<file path="src/shared/asrr_pkg.sv">
// constants and types shared by the sync and ready restart logic
// assumes a single 200 MHz system clock and an active-low asynchronous reset
package asrr_pkg;

	// register port framing: one direction bit, seven address bits, sixteen data bits
	localparam int unsigned SPI_ADDR_W = 7;
	localparam int unsigned REG_W = 16;
	localparam int unsigned SPI_HDR_BITS = 8;
	localparam int unsigned SPI_FRAME_BITS = 24;

	// register offsets
	localparam logic [SPI_ADDR_W-1:0] ADDR_CTRL = 7'h01;
	localparam logic [SPI_ADDR_W-1:0] ADDR_STATUS = 7'h02;
	localparam logic [SPI_ADDR_W-1:0] ADDR_SWRST = 7'h04;
	localparam logic [SPI_ADDR_W-1:0] ADDR_SYNC = 7'h06;

	// field positions
	localparam int unsigned CTRL_RM_BIT = 12;
	localparam int unsigned CTRL_DECIM_BIT = 13;
	localparam int unsigned SWRST_BIT = 0;
	localparam int unsigned EXT_W = 4;

	// values after reset
	localparam logic [EXT_W-1:0] EXT_RST = 4'h0;
	localparam logic RM_RST = 1'b0;
	localparam logic DECIM_RST = 1'b0;
	localparam logic MISO_IDLE = 1'b1;

	// cycle counts
	localparam int unsigned EXT_MAX = 15;
	localparam int unsigned FIX_DELAY_DEF = 2;
	localparam int unsigned CNT_W = 5;
	localparam logic [1:0] DIV_RESTART = 2'h2;

	// structure defaults
	localparam int unsigned N_CHAN_DEF = 4;
	localparam int unsigned DEC_W_DEF = 2;

	// restart sequencer states
	typedef enum logic [1:0] {ASRR_RUN, ASRR_HELD, ASRR_DELAY} asrr_state_t;

endpackage : asrr_pkg

</file>
<file path="src/shared/asrr_reg_if.sv">
// register access path between the serial port and the sync core
// assumes both ends sit on sys_clk
`timescale 1ns/100ps
interface asrr_reg_if;
	import asrr_pkg::*;
	logic wr_en;
	logic [SPI_ADDR_W-1:0] addr;
	logic [REG_W-1:0] wdata;
	logic [REG_W-1:0] rdata;
	modport spi (output wr_en, output addr, output wdata, input rdata);
	modport regs (input wr_en, input addr, input wdata, output rdata);
endinterface : asrr_reg_if

</file>
<file path="src/hdl/asrr_spi.sv">
// serial register port: direction bit, address, 16 data bits, msb first
// assumes sclk well below sys_clk/4; all pins are synchronised here
`timescale 1ns/100ps
module asrr_spi (
	// clock and reset
	input wire logic sys_clk,
	input wire logic rst_n,
	// serial pins
	input wire logic spi_sclk,
	input wire logic spi_cs_n,
	input wire logic spi_mosi,
	output logic spi_miso,
	// register side
	asrr_reg_if.spi rif
);
	import asrr_pkg::*;

	typedef struct packed {
		logic [1:0] sck;
		logic [1:0] cs;
		logic [1:0] mo;
		logic sck_p;
		logic [CNT_W-1:0] bits;
		logic [SPI_FRAME_BITS-1:0] sh;
		logic [REG_W-1:0] out;
		logic [SPI_ADDR_W-1:0] addr;
		logic rw;
		logic load;
		logic wr;
		logic miso;
	} asrr_spi_t;

	// select synchroniser starts at the idle (deselected) level, so no frame opens on reset
	localparam asrr_spi_t SPI_RST = '{miso: MISO_IDLE, cs: 2'h3, default: '0};

	asrr_spi_t q;
	asrr_spi_t d;
	logic rise;
	logic fall;
	logic sel;

	// edges seen on the second synchroniser stage only
	assign rise = q.sck[1] & ~q.sck_p;
	assign fall = ~q.sck[1] & q.sck_p;
	assign sel = ~q.cs[1];

	// frame decoding; a write lands one cycle after the last data bit
	always_comb begin
		d = q;
		d.sck = {q.sck[0], spi_sclk};
		d.cs = {q.cs[0], spi_cs_n};
		d.mo = {q.mo[0], spi_mosi};
		d.sck_p = q.sck[1];
		d.wr = 1'b0;
		d.load = 1'b0;
		if (!sel) begin
			d.bits = '0;
			d.miso = MISO_IDLE;
		end else if (rise && q.bits < CNT_W'(SPI_FRAME_BITS)) begin
			d.sh = {q.sh[SPI_FRAME_BITS-2:0], q.mo[1]};
			d.bits = q.bits + 1'b1;
			if (q.bits == CNT_W'(SPI_HDR_BITS - 1)) begin
				d.rw = q.sh[SPI_ADDR_W-1];
				d.addr = {q.sh[SPI_ADDR_W-2:0], q.mo[1]};
				d.load = ~q.sh[SPI_ADDR_W-1]; // low direction bit means read
			end
			if (q.bits == CNT_W'(SPI_FRAME_BITS - 1) && q.rw) begin
				d.wr = 1'b1;
			end
		end else if (fall && !q.rw && q.bits >= CNT_W'(SPI_HDR_BITS)) begin
			d.miso = q.out[REG_W-1];
			d.out = {q.out[REG_W-2:0], 1'b0};
		end
		if (q.load) begin
			d.out = rif.rdata;
		end
	end

	// state register
	always_ff @(posedge sys_clk or negedge rst_n) begin
		if (!rst_n) begin
			q <= SPI_RST;
		end else begin
			q <= d;
		end
	end

	assign rif.wr_en = q.wr;
	assign rif.addr = q.addr;
	assign rif.wdata = q.sh[REG_W-1:0];
	assign spi_miso = q.miso;

endmodule : asrr_spi

</file>
<file path="src/hdl/asrr_top.sv">
// sync pulse handling and data-ready clock restart for a multi-channel converter
// assumes sync_pulse_pos is asynchronous to sys_clk and is synchronised here
//
// How it works
// - extension programmable from zero to fifteen cycles
// - resync bit low stops clocks during pulse
// - resync bit high keeps toggling, rephases at fall
// - pulse also resets decimation divider, data invalid
// - release restarts ready clocks after fixed delay
// - extension register adds to restart delay
// - reset returns all settings to defaults
`timescale 1ns/100ps
module asrr_top #(
	parameter int unsigned FIX_DELAY = asrr_pkg::FIX_DELAY_DEF,
	parameter int unsigned N_CHAN = asrr_pkg::N_CHAN_DEF,
	parameter int unsigned DEC_W = asrr_pkg::DEC_W_DEF
) (
	// clock and reset
	input wire logic sys_clk,
	input wire logic rst_n,
	// synchronization pulse, active high
	input wire logic sync_pulse_pos,
	// serial register port
	input wire logic spi_sclk,
	input wire logic spi_cs_n,
	input wire logic spi_mosi,
	output logic spi_miso,
	// per-channel ready clocks and data qualifiers
	output logic [N_CHAN-1:0] channel_ready_clock,
	output logic decim_tick,
	output logic data_valid
);
	import asrr_pkg::*;

	typedef struct packed {
		asrr_state_t st;
		logic [CNT_W-1:0] cnt;
		logic [1:0] div;
		logic [DEC_W-1:0] dec;
		logic [EXT_W-1:0] ext;
		logic rm;
		logic decim;
		logic sync_m;
		logic sync_s;
		logic sync_p;
		logic [N_CHAN-1:0] rdy;
		logic tick;
		logic valid;
	} asrr_core_t;

	localparam asrr_core_t CORE_RST = '{
		st: ASRR_RUN,
		ext: EXT_RST,
		rm: RM_RST,
		decim: DECIM_RST,
		default: '0
	};

	asrr_core_t q;
	asrr_core_t d;
	logic sync_fall;
	logic [CNT_W-1:0] delay_load;
	logic [REG_W-1:0] rd;

	asrr_reg_if rif ();

	// serial port front end
	asrr_spi u_spi (
		.sys_clk(sys_clk),
		.rst_n(rst_n),
		.spi_sclk(spi_sclk),
		.spi_cs_n(spi_cs_n),
		.spi_mosi(spi_mosi),
		.spi_miso(spi_miso),
		.rif(rif.spi)
	);

	// release seen on the synchronised copy; restart length is fixed part plus extension
	assign sync_fall = q.sync_p & ~q.sync_s;
	assign delay_load = CNT_W'(FIX_DELAY - 1) + {1'b0, q.ext};

	// next state of the whole core
	always_comb begin
		d = q;
		d.sync_m = sync_pulse_pos;
		d.sync_s = q.sync_m;
		d.sync_p = q.sync_s;
		// register writes; software reset restores the defaults
		if (rif.wr_en) begin
			case (rif.addr)
				ADDR_CTRL: begin
					d.rm = rif.wdata[CTRL_RM_BIT];
					d.decim = rif.wdata[CTRL_DECIM_BIT];
				end
				ADDR_SYNC: d.ext = rif.wdata[EXT_W-1:0];
				ADDR_SWRST: begin
					if (rif.wdata[SWRST_BIT]) begin
						d.ext = EXT_RST;
						d.rm = RM_RST;
						d.decim = DECIM_RST;
					end
				end
				default: d.ext = q.ext;
			endcase
		end
		// restart sequencer
		case (q.st)
			ASRR_RUN: begin
				d.div = q.div + 2'h1;
				if (q.sync_s && !q.rm) begin
					d.st = ASRR_HELD;
					d.div = '0;
				end else if (sync_fall) begin
					d.st = ASRR_DELAY;
					d.div = '0;
					d.cnt = delay_load;
				end
			end
			ASRR_HELD: begin
				d.div = '0;
				if (!q.sync_s) begin
					d.st = ASRR_DELAY;
					d.cnt = delay_load;
				end
			end
			ASRR_DELAY: begin
				d.div = '0;
				if (q.cnt == '0) begin
					d.st = ASRR_RUN;
					d.div = DIV_RESTART;
				end else begin
					d.cnt = q.cnt - 1'b1;
				end
			end
			default: d.st = ASRR_RUN;
		endcase
		// ready clocks run at a quarter of sys_clk, low while stopped
		d.rdy = (d.st == ASRR_RUN) ? {N_CHAN{d.div[1]}} : '0;
		// decimation divider, cleared by the pulse
		d.dec = q.dec + 1'b1;
		d.tick = q.decim && (q.dec == '1);
		if (q.decim && q.sync_s) begin
			d.dec = '0;
			d.tick = 1'b0;
		end
		d.valid = (d.st == ASRR_RUN) && !q.sync_s;
	end

	// state register
	always_ff @(posedge sys_clk or negedge rst_n) begin
		if (!rst_n) begin
			q <= CORE_RST;
		end else begin
			q <= d;
		end
	end

	// register read mux; unlisted addresses read zero
	always_comb begin
		rd = '0;
		case (rif.addr)
			ADDR_CTRL: begin
				rd[CTRL_RM_BIT] = q.rm;
				rd[CTRL_DECIM_BIT] = q.decim;
			end
			ADDR_STATUS: rd[8:0] = {q.st, q.sync_s, q.div, q.cnt[3:0]};
			ADDR_SYNC: rd[EXT_W-1:0] = q.ext;
			default: rd = '0;
		endcase
	end

	assign rif.rdata = rd;
	assign channel_ready_clock = q.rdy;
	assign decim_tick = q.tick;
	assign data_valid = q.valid;
endmodule : asrr_top

</file>
<file path="config.mk">
export PLATFORM = sky130hd
export DESIGN_NAME = asrr_top
export DESIGN_NICKNAME = d
export VERILOG_FILES = /design/src/shared/asrr_pkg.sv /design/src/shared/asrr_reg_if.sv /design/src/hdl/asrr_spi.sv /design/src/hdl/asrr_top.sv
export SDC_FILE = /design/constraint.sdc
export NUM_CORES = 1
export LEC_CHECK = 0
export BUFFER_PORTS_ARGS = -buffer_cell sky130_fd_sc_hd__clkbuf_2
export CORE_MARGIN = 10
export CORE_UTILIZATION = 50
export CTS_CLUSTER_SIZE = 28
export DETAILED_ROUTE_END_ITERATION = 8
export PLACE_DENSITY = 0.67
export SETUP_SLACK_MARGIN = 0.2
export SYNTH_ARGS = -nofsm -noshare
export SYNTH_HDL_FRONTEND = slang
export SYNTH_SLANG_ARGS = --single-unit
</file>
<file path="constraint.sdc">
create_clock -name sys_clk -period 2.6 [get_ports sys_clk]
set_input_delay 0.13 -clock sys_clk [delete_from_list [all_inputs] [get_ports sys_clk]]
set_output_delay 0.13 -clock sys_clk [all_outputs]
set_load 0.02 [all_outputs]
</file>
==> flow_summary_export.csv <==
group,metric,value,unit
run_status,status,"finished clean",
yosys,netlist.area_leader.share,0.558,
yosys,synth_largest_area_cell,"dfrtp_1",
detailed_routing,drtIter0Drc,75,
pwr,p_leak,1.61,nW
die,start_util,0.515,
yosys,synth-seq-cells,76,
setup_path,crit_path_max_incr_delay,470,ps
yosys,avgSynthCellArea,12.4,sq um
setup_path,crit_fanout,5,
clock_tree,cts-root-buf,"clkbuf_8",
detailed_routing,via_count,2035,
finish,syn_to_final_growth,10.8,%
hold_path,min_from,"u_spi.d[62]",
setup_path,worstReg2RegEnd,"q[21]",
clock_tree,insertion_delay,330,ps
setup_path,crit_type,"register to register",
die,core_area,6350,sq um
detailed_routing,ant_nets,0,
clock_tree,cts_buffer_depth,2,
timing,finalSetupTns,0,ps
yosys,yosys_warnings,0,
yosys,synth.yosys.seq_area_share,0.582,
die,die_h,101,microns
setup_path,rr_startpoint,"q[19]",
clock_tree,numClockSinks,76,
setup_path,start_kind,"register",
place,place.gp.congestion,0.792,
yosys,synth_edf_count,0,
die,dieArea,10200,sq um
timing,slew_headroom,0.389,
global_routing,track_usage,0.112,
global_routing,grt-ovfl-total,0,
clock_tree,cts.clk_slew.worst_paths,80,ps
yosys,netlist_instances,263,
place,portBuffers,12,
finish,finish.utilization,0.571,
yosys,netlist_top_cells_area,"dfrtp_1, mux2_2, mux2i_1",
clock_tree,post_cts_resize_count,0,
finish,num-fill-cells,518,
yosys,syn-num-nets,274,
timing,setup_violations,0,
timing,rsz0062_at_grt,"no",
timing,period_needed,1810,ps
detailed_routing,drt_wl_total,5380,microns
timing,fin_crit_sh,0.697,
setup_path,cp_cell_sequence,"inv_1 > ha_1 > or4b_1 > nand3b_1 > nor3b_1 > a311o_1",
setup_path,required,2820,ps
finish,multi_input_area,1280,sq um
job,drv_cap,0,
place,dpl.hpwl,3650,microns
detailed_routing,post-route-drc-count,0,
yosys,synth_cell_types,51,
hold_path,hold-path-endpoint,"u_spi.d[56]",
setup_path,cp.arrival,2030,ps
global_routing,grt_pass1_wl,9150,microns
die,std_cell_rows,29,
hold_path,hold-path-cell-count,0,
die,io_pins,13,
global_routing,grt_max_degree,77,
finish,nNetsFinal,292,
setup_path,r2r_cells,6,
finish,ff_latch_area,1910,sq um
timing,fmax,0.552,GHz
timing,hold_violations,0,
yosys,async_flop_share,1.00,
detailed_routing,wire_per_inst,14.8,microns
clock_tree,htreeDepth,3,
global_routing,grt_pass1_vias,1922,
yosys,netlist_area,3270,sq um
clock_tree,cts_tree,"built",
clock_tree,postCtsSetupBuffers,0,
global_routing,antenna_found_initial,0,
timing,tightest_slew,916,ps
pwr,ir_worst_vdd,0.000468,V
detailed_routing,routed_via_density,5.61,
setup_path,cpMaxStageDelayCell,"or4b_1",
pwr,powerDensity,742,nW/um^2
clock_tree,cts_buffers,9,
timing,clock_skew,8.52,ps
finish,drive_gt1_frac,0.217,
yosys,synthFlopType,"dfrtp_1",
timing,drv_slew,0,
setup_path,ff2ff_setup_slack,790,ps
finish,antenna_cells,0,
detailed_routing,drtPass1Iterations,4,
hold_path,hold_class,"register to register",
setup_path,crit_path_end_kind,"register",
die,die_w,101,microns
## repair_timing
| action | in CTS | in global routing |
|---|---|---|
| hold endpoints to repair | 77 | 0 |
| setup endpoints to repair | 0 | 0 |
| hold buffers | 5 | 0 |
## final cells by class
class,count,share of cell area
sequential,76,0.525
multi-input combinational,168,0.354
timing repair buffer,20,0.0373
clock buffer,11,0.0362
tap,77,0.0266
clock inverter,5,0.0145
inverter,6,0.00621
## where the power goes
group          internal (mW)  switching [mW]
Combinational          0.179           0.209
Clock                  0.439           0.403
Sequential              1.32           0.146
## per-layer routing
metal,GRT usage,vias up,routed length (microns)
met3,0.0281,8,169
met4,0.0600,0,104
met2,0.165,20,2450
met1,0.148,1014,2660
met5,0,-,0
li1,-,993,-
## how the worst max path moves through the flow
| stage | startpoint | end | slack [ps] |
|---|---|---|---|
| finish | q[19] | q[21] | 790 |
| global route | q[19] | q[19] | 670 |
| CTS | q[19] | q[21] | 800 |
| detailed placement | q[19] | q[21] | 810 |
| global placement | q[19] | q[21] | 870 |
| floorplan | u_spi.rif.addr[3] | q[10] | 940 |
## cell usage in the layout (no fill, tap or decap), types with 7 or more instances in the layout
master,synthesis,final
dfrtp_1,73,73
clkbuf_8,0,9
nand3_1,7,7
mux2_2,21,21
clkbuf_2,0,11
nand2_1,13,13
a21oi_1,9,9
nor2_1,24,24
mux2i_1,15,15
## Yosys cell counts (5+ instances only)
| cell | instances |
|---|---|
| a21oi_1 | 9 |
| a22oi_1 | 5 |
| clkbuf_1 | 6 |
| dfrtp_1 | 73 |
| ha_1 | 5 |
| inv_1 | 6 |
| mux2_2 | 21 |
| mux2i_1 | 15 |
| nand2_1 | 13 |
| nand2b_1 | 6 |
| nand3_1 | 7 |
| nor2_1 | 24 |
| o21ai_0 | 6 |
## kinds of logic after synthesis
group | share of synthesized area
flip-flops | 0.582
adder cells (fa/ha/maj) | 0.0191
multiplexers | 0.118
XOR/XNOR | 0.0161
buffers and inverters | 0.0275
AO/OA/AOI/OAI | 0.107
AND/OR/NAND/NOR | 0.130
## per-stage QoR
step | hold WS (ps) | worst slack [ps] | power [mW] | instance area, sq um | std cells
floorplan | -166 | 939 | 1.76 | 3270 | 263
global placement | 218 | 873 | 1.86 | 3390 | 342
detailed placement | 221 | 814 | 1.87 | 3390 | 342
CTS | 345 | 798 | 2.72 | 3630 | 363
global route | 346 | 674 | 2.84 | 3630 | 363
finish | 344 | 789 | 2.69 | 3630 | 363
## state kept, by name (all words and copies together) (netlist names)
name                 cells
data_valid               1
u_spi.spi_miso           1
u_spi.q                 26
d                        2
channel_ready_clock      1
u_spi.rif.wdata         14
q                       18
u_spi.rif.wr_en          1
u_spi.rif.addr           7
decim_tick               1
u_spi.d                  4
## critical path: cells and delay by family (launching register included)
kind / cells / cell delay, ps
buf+inv: 1 / 110
flops: 1 / 410
compound gates: 1 / 260
simple gates: 3 / 760
fa+ha+maj: 1 / 160
No activity file was read; power rests on OpenSTA's default activity.
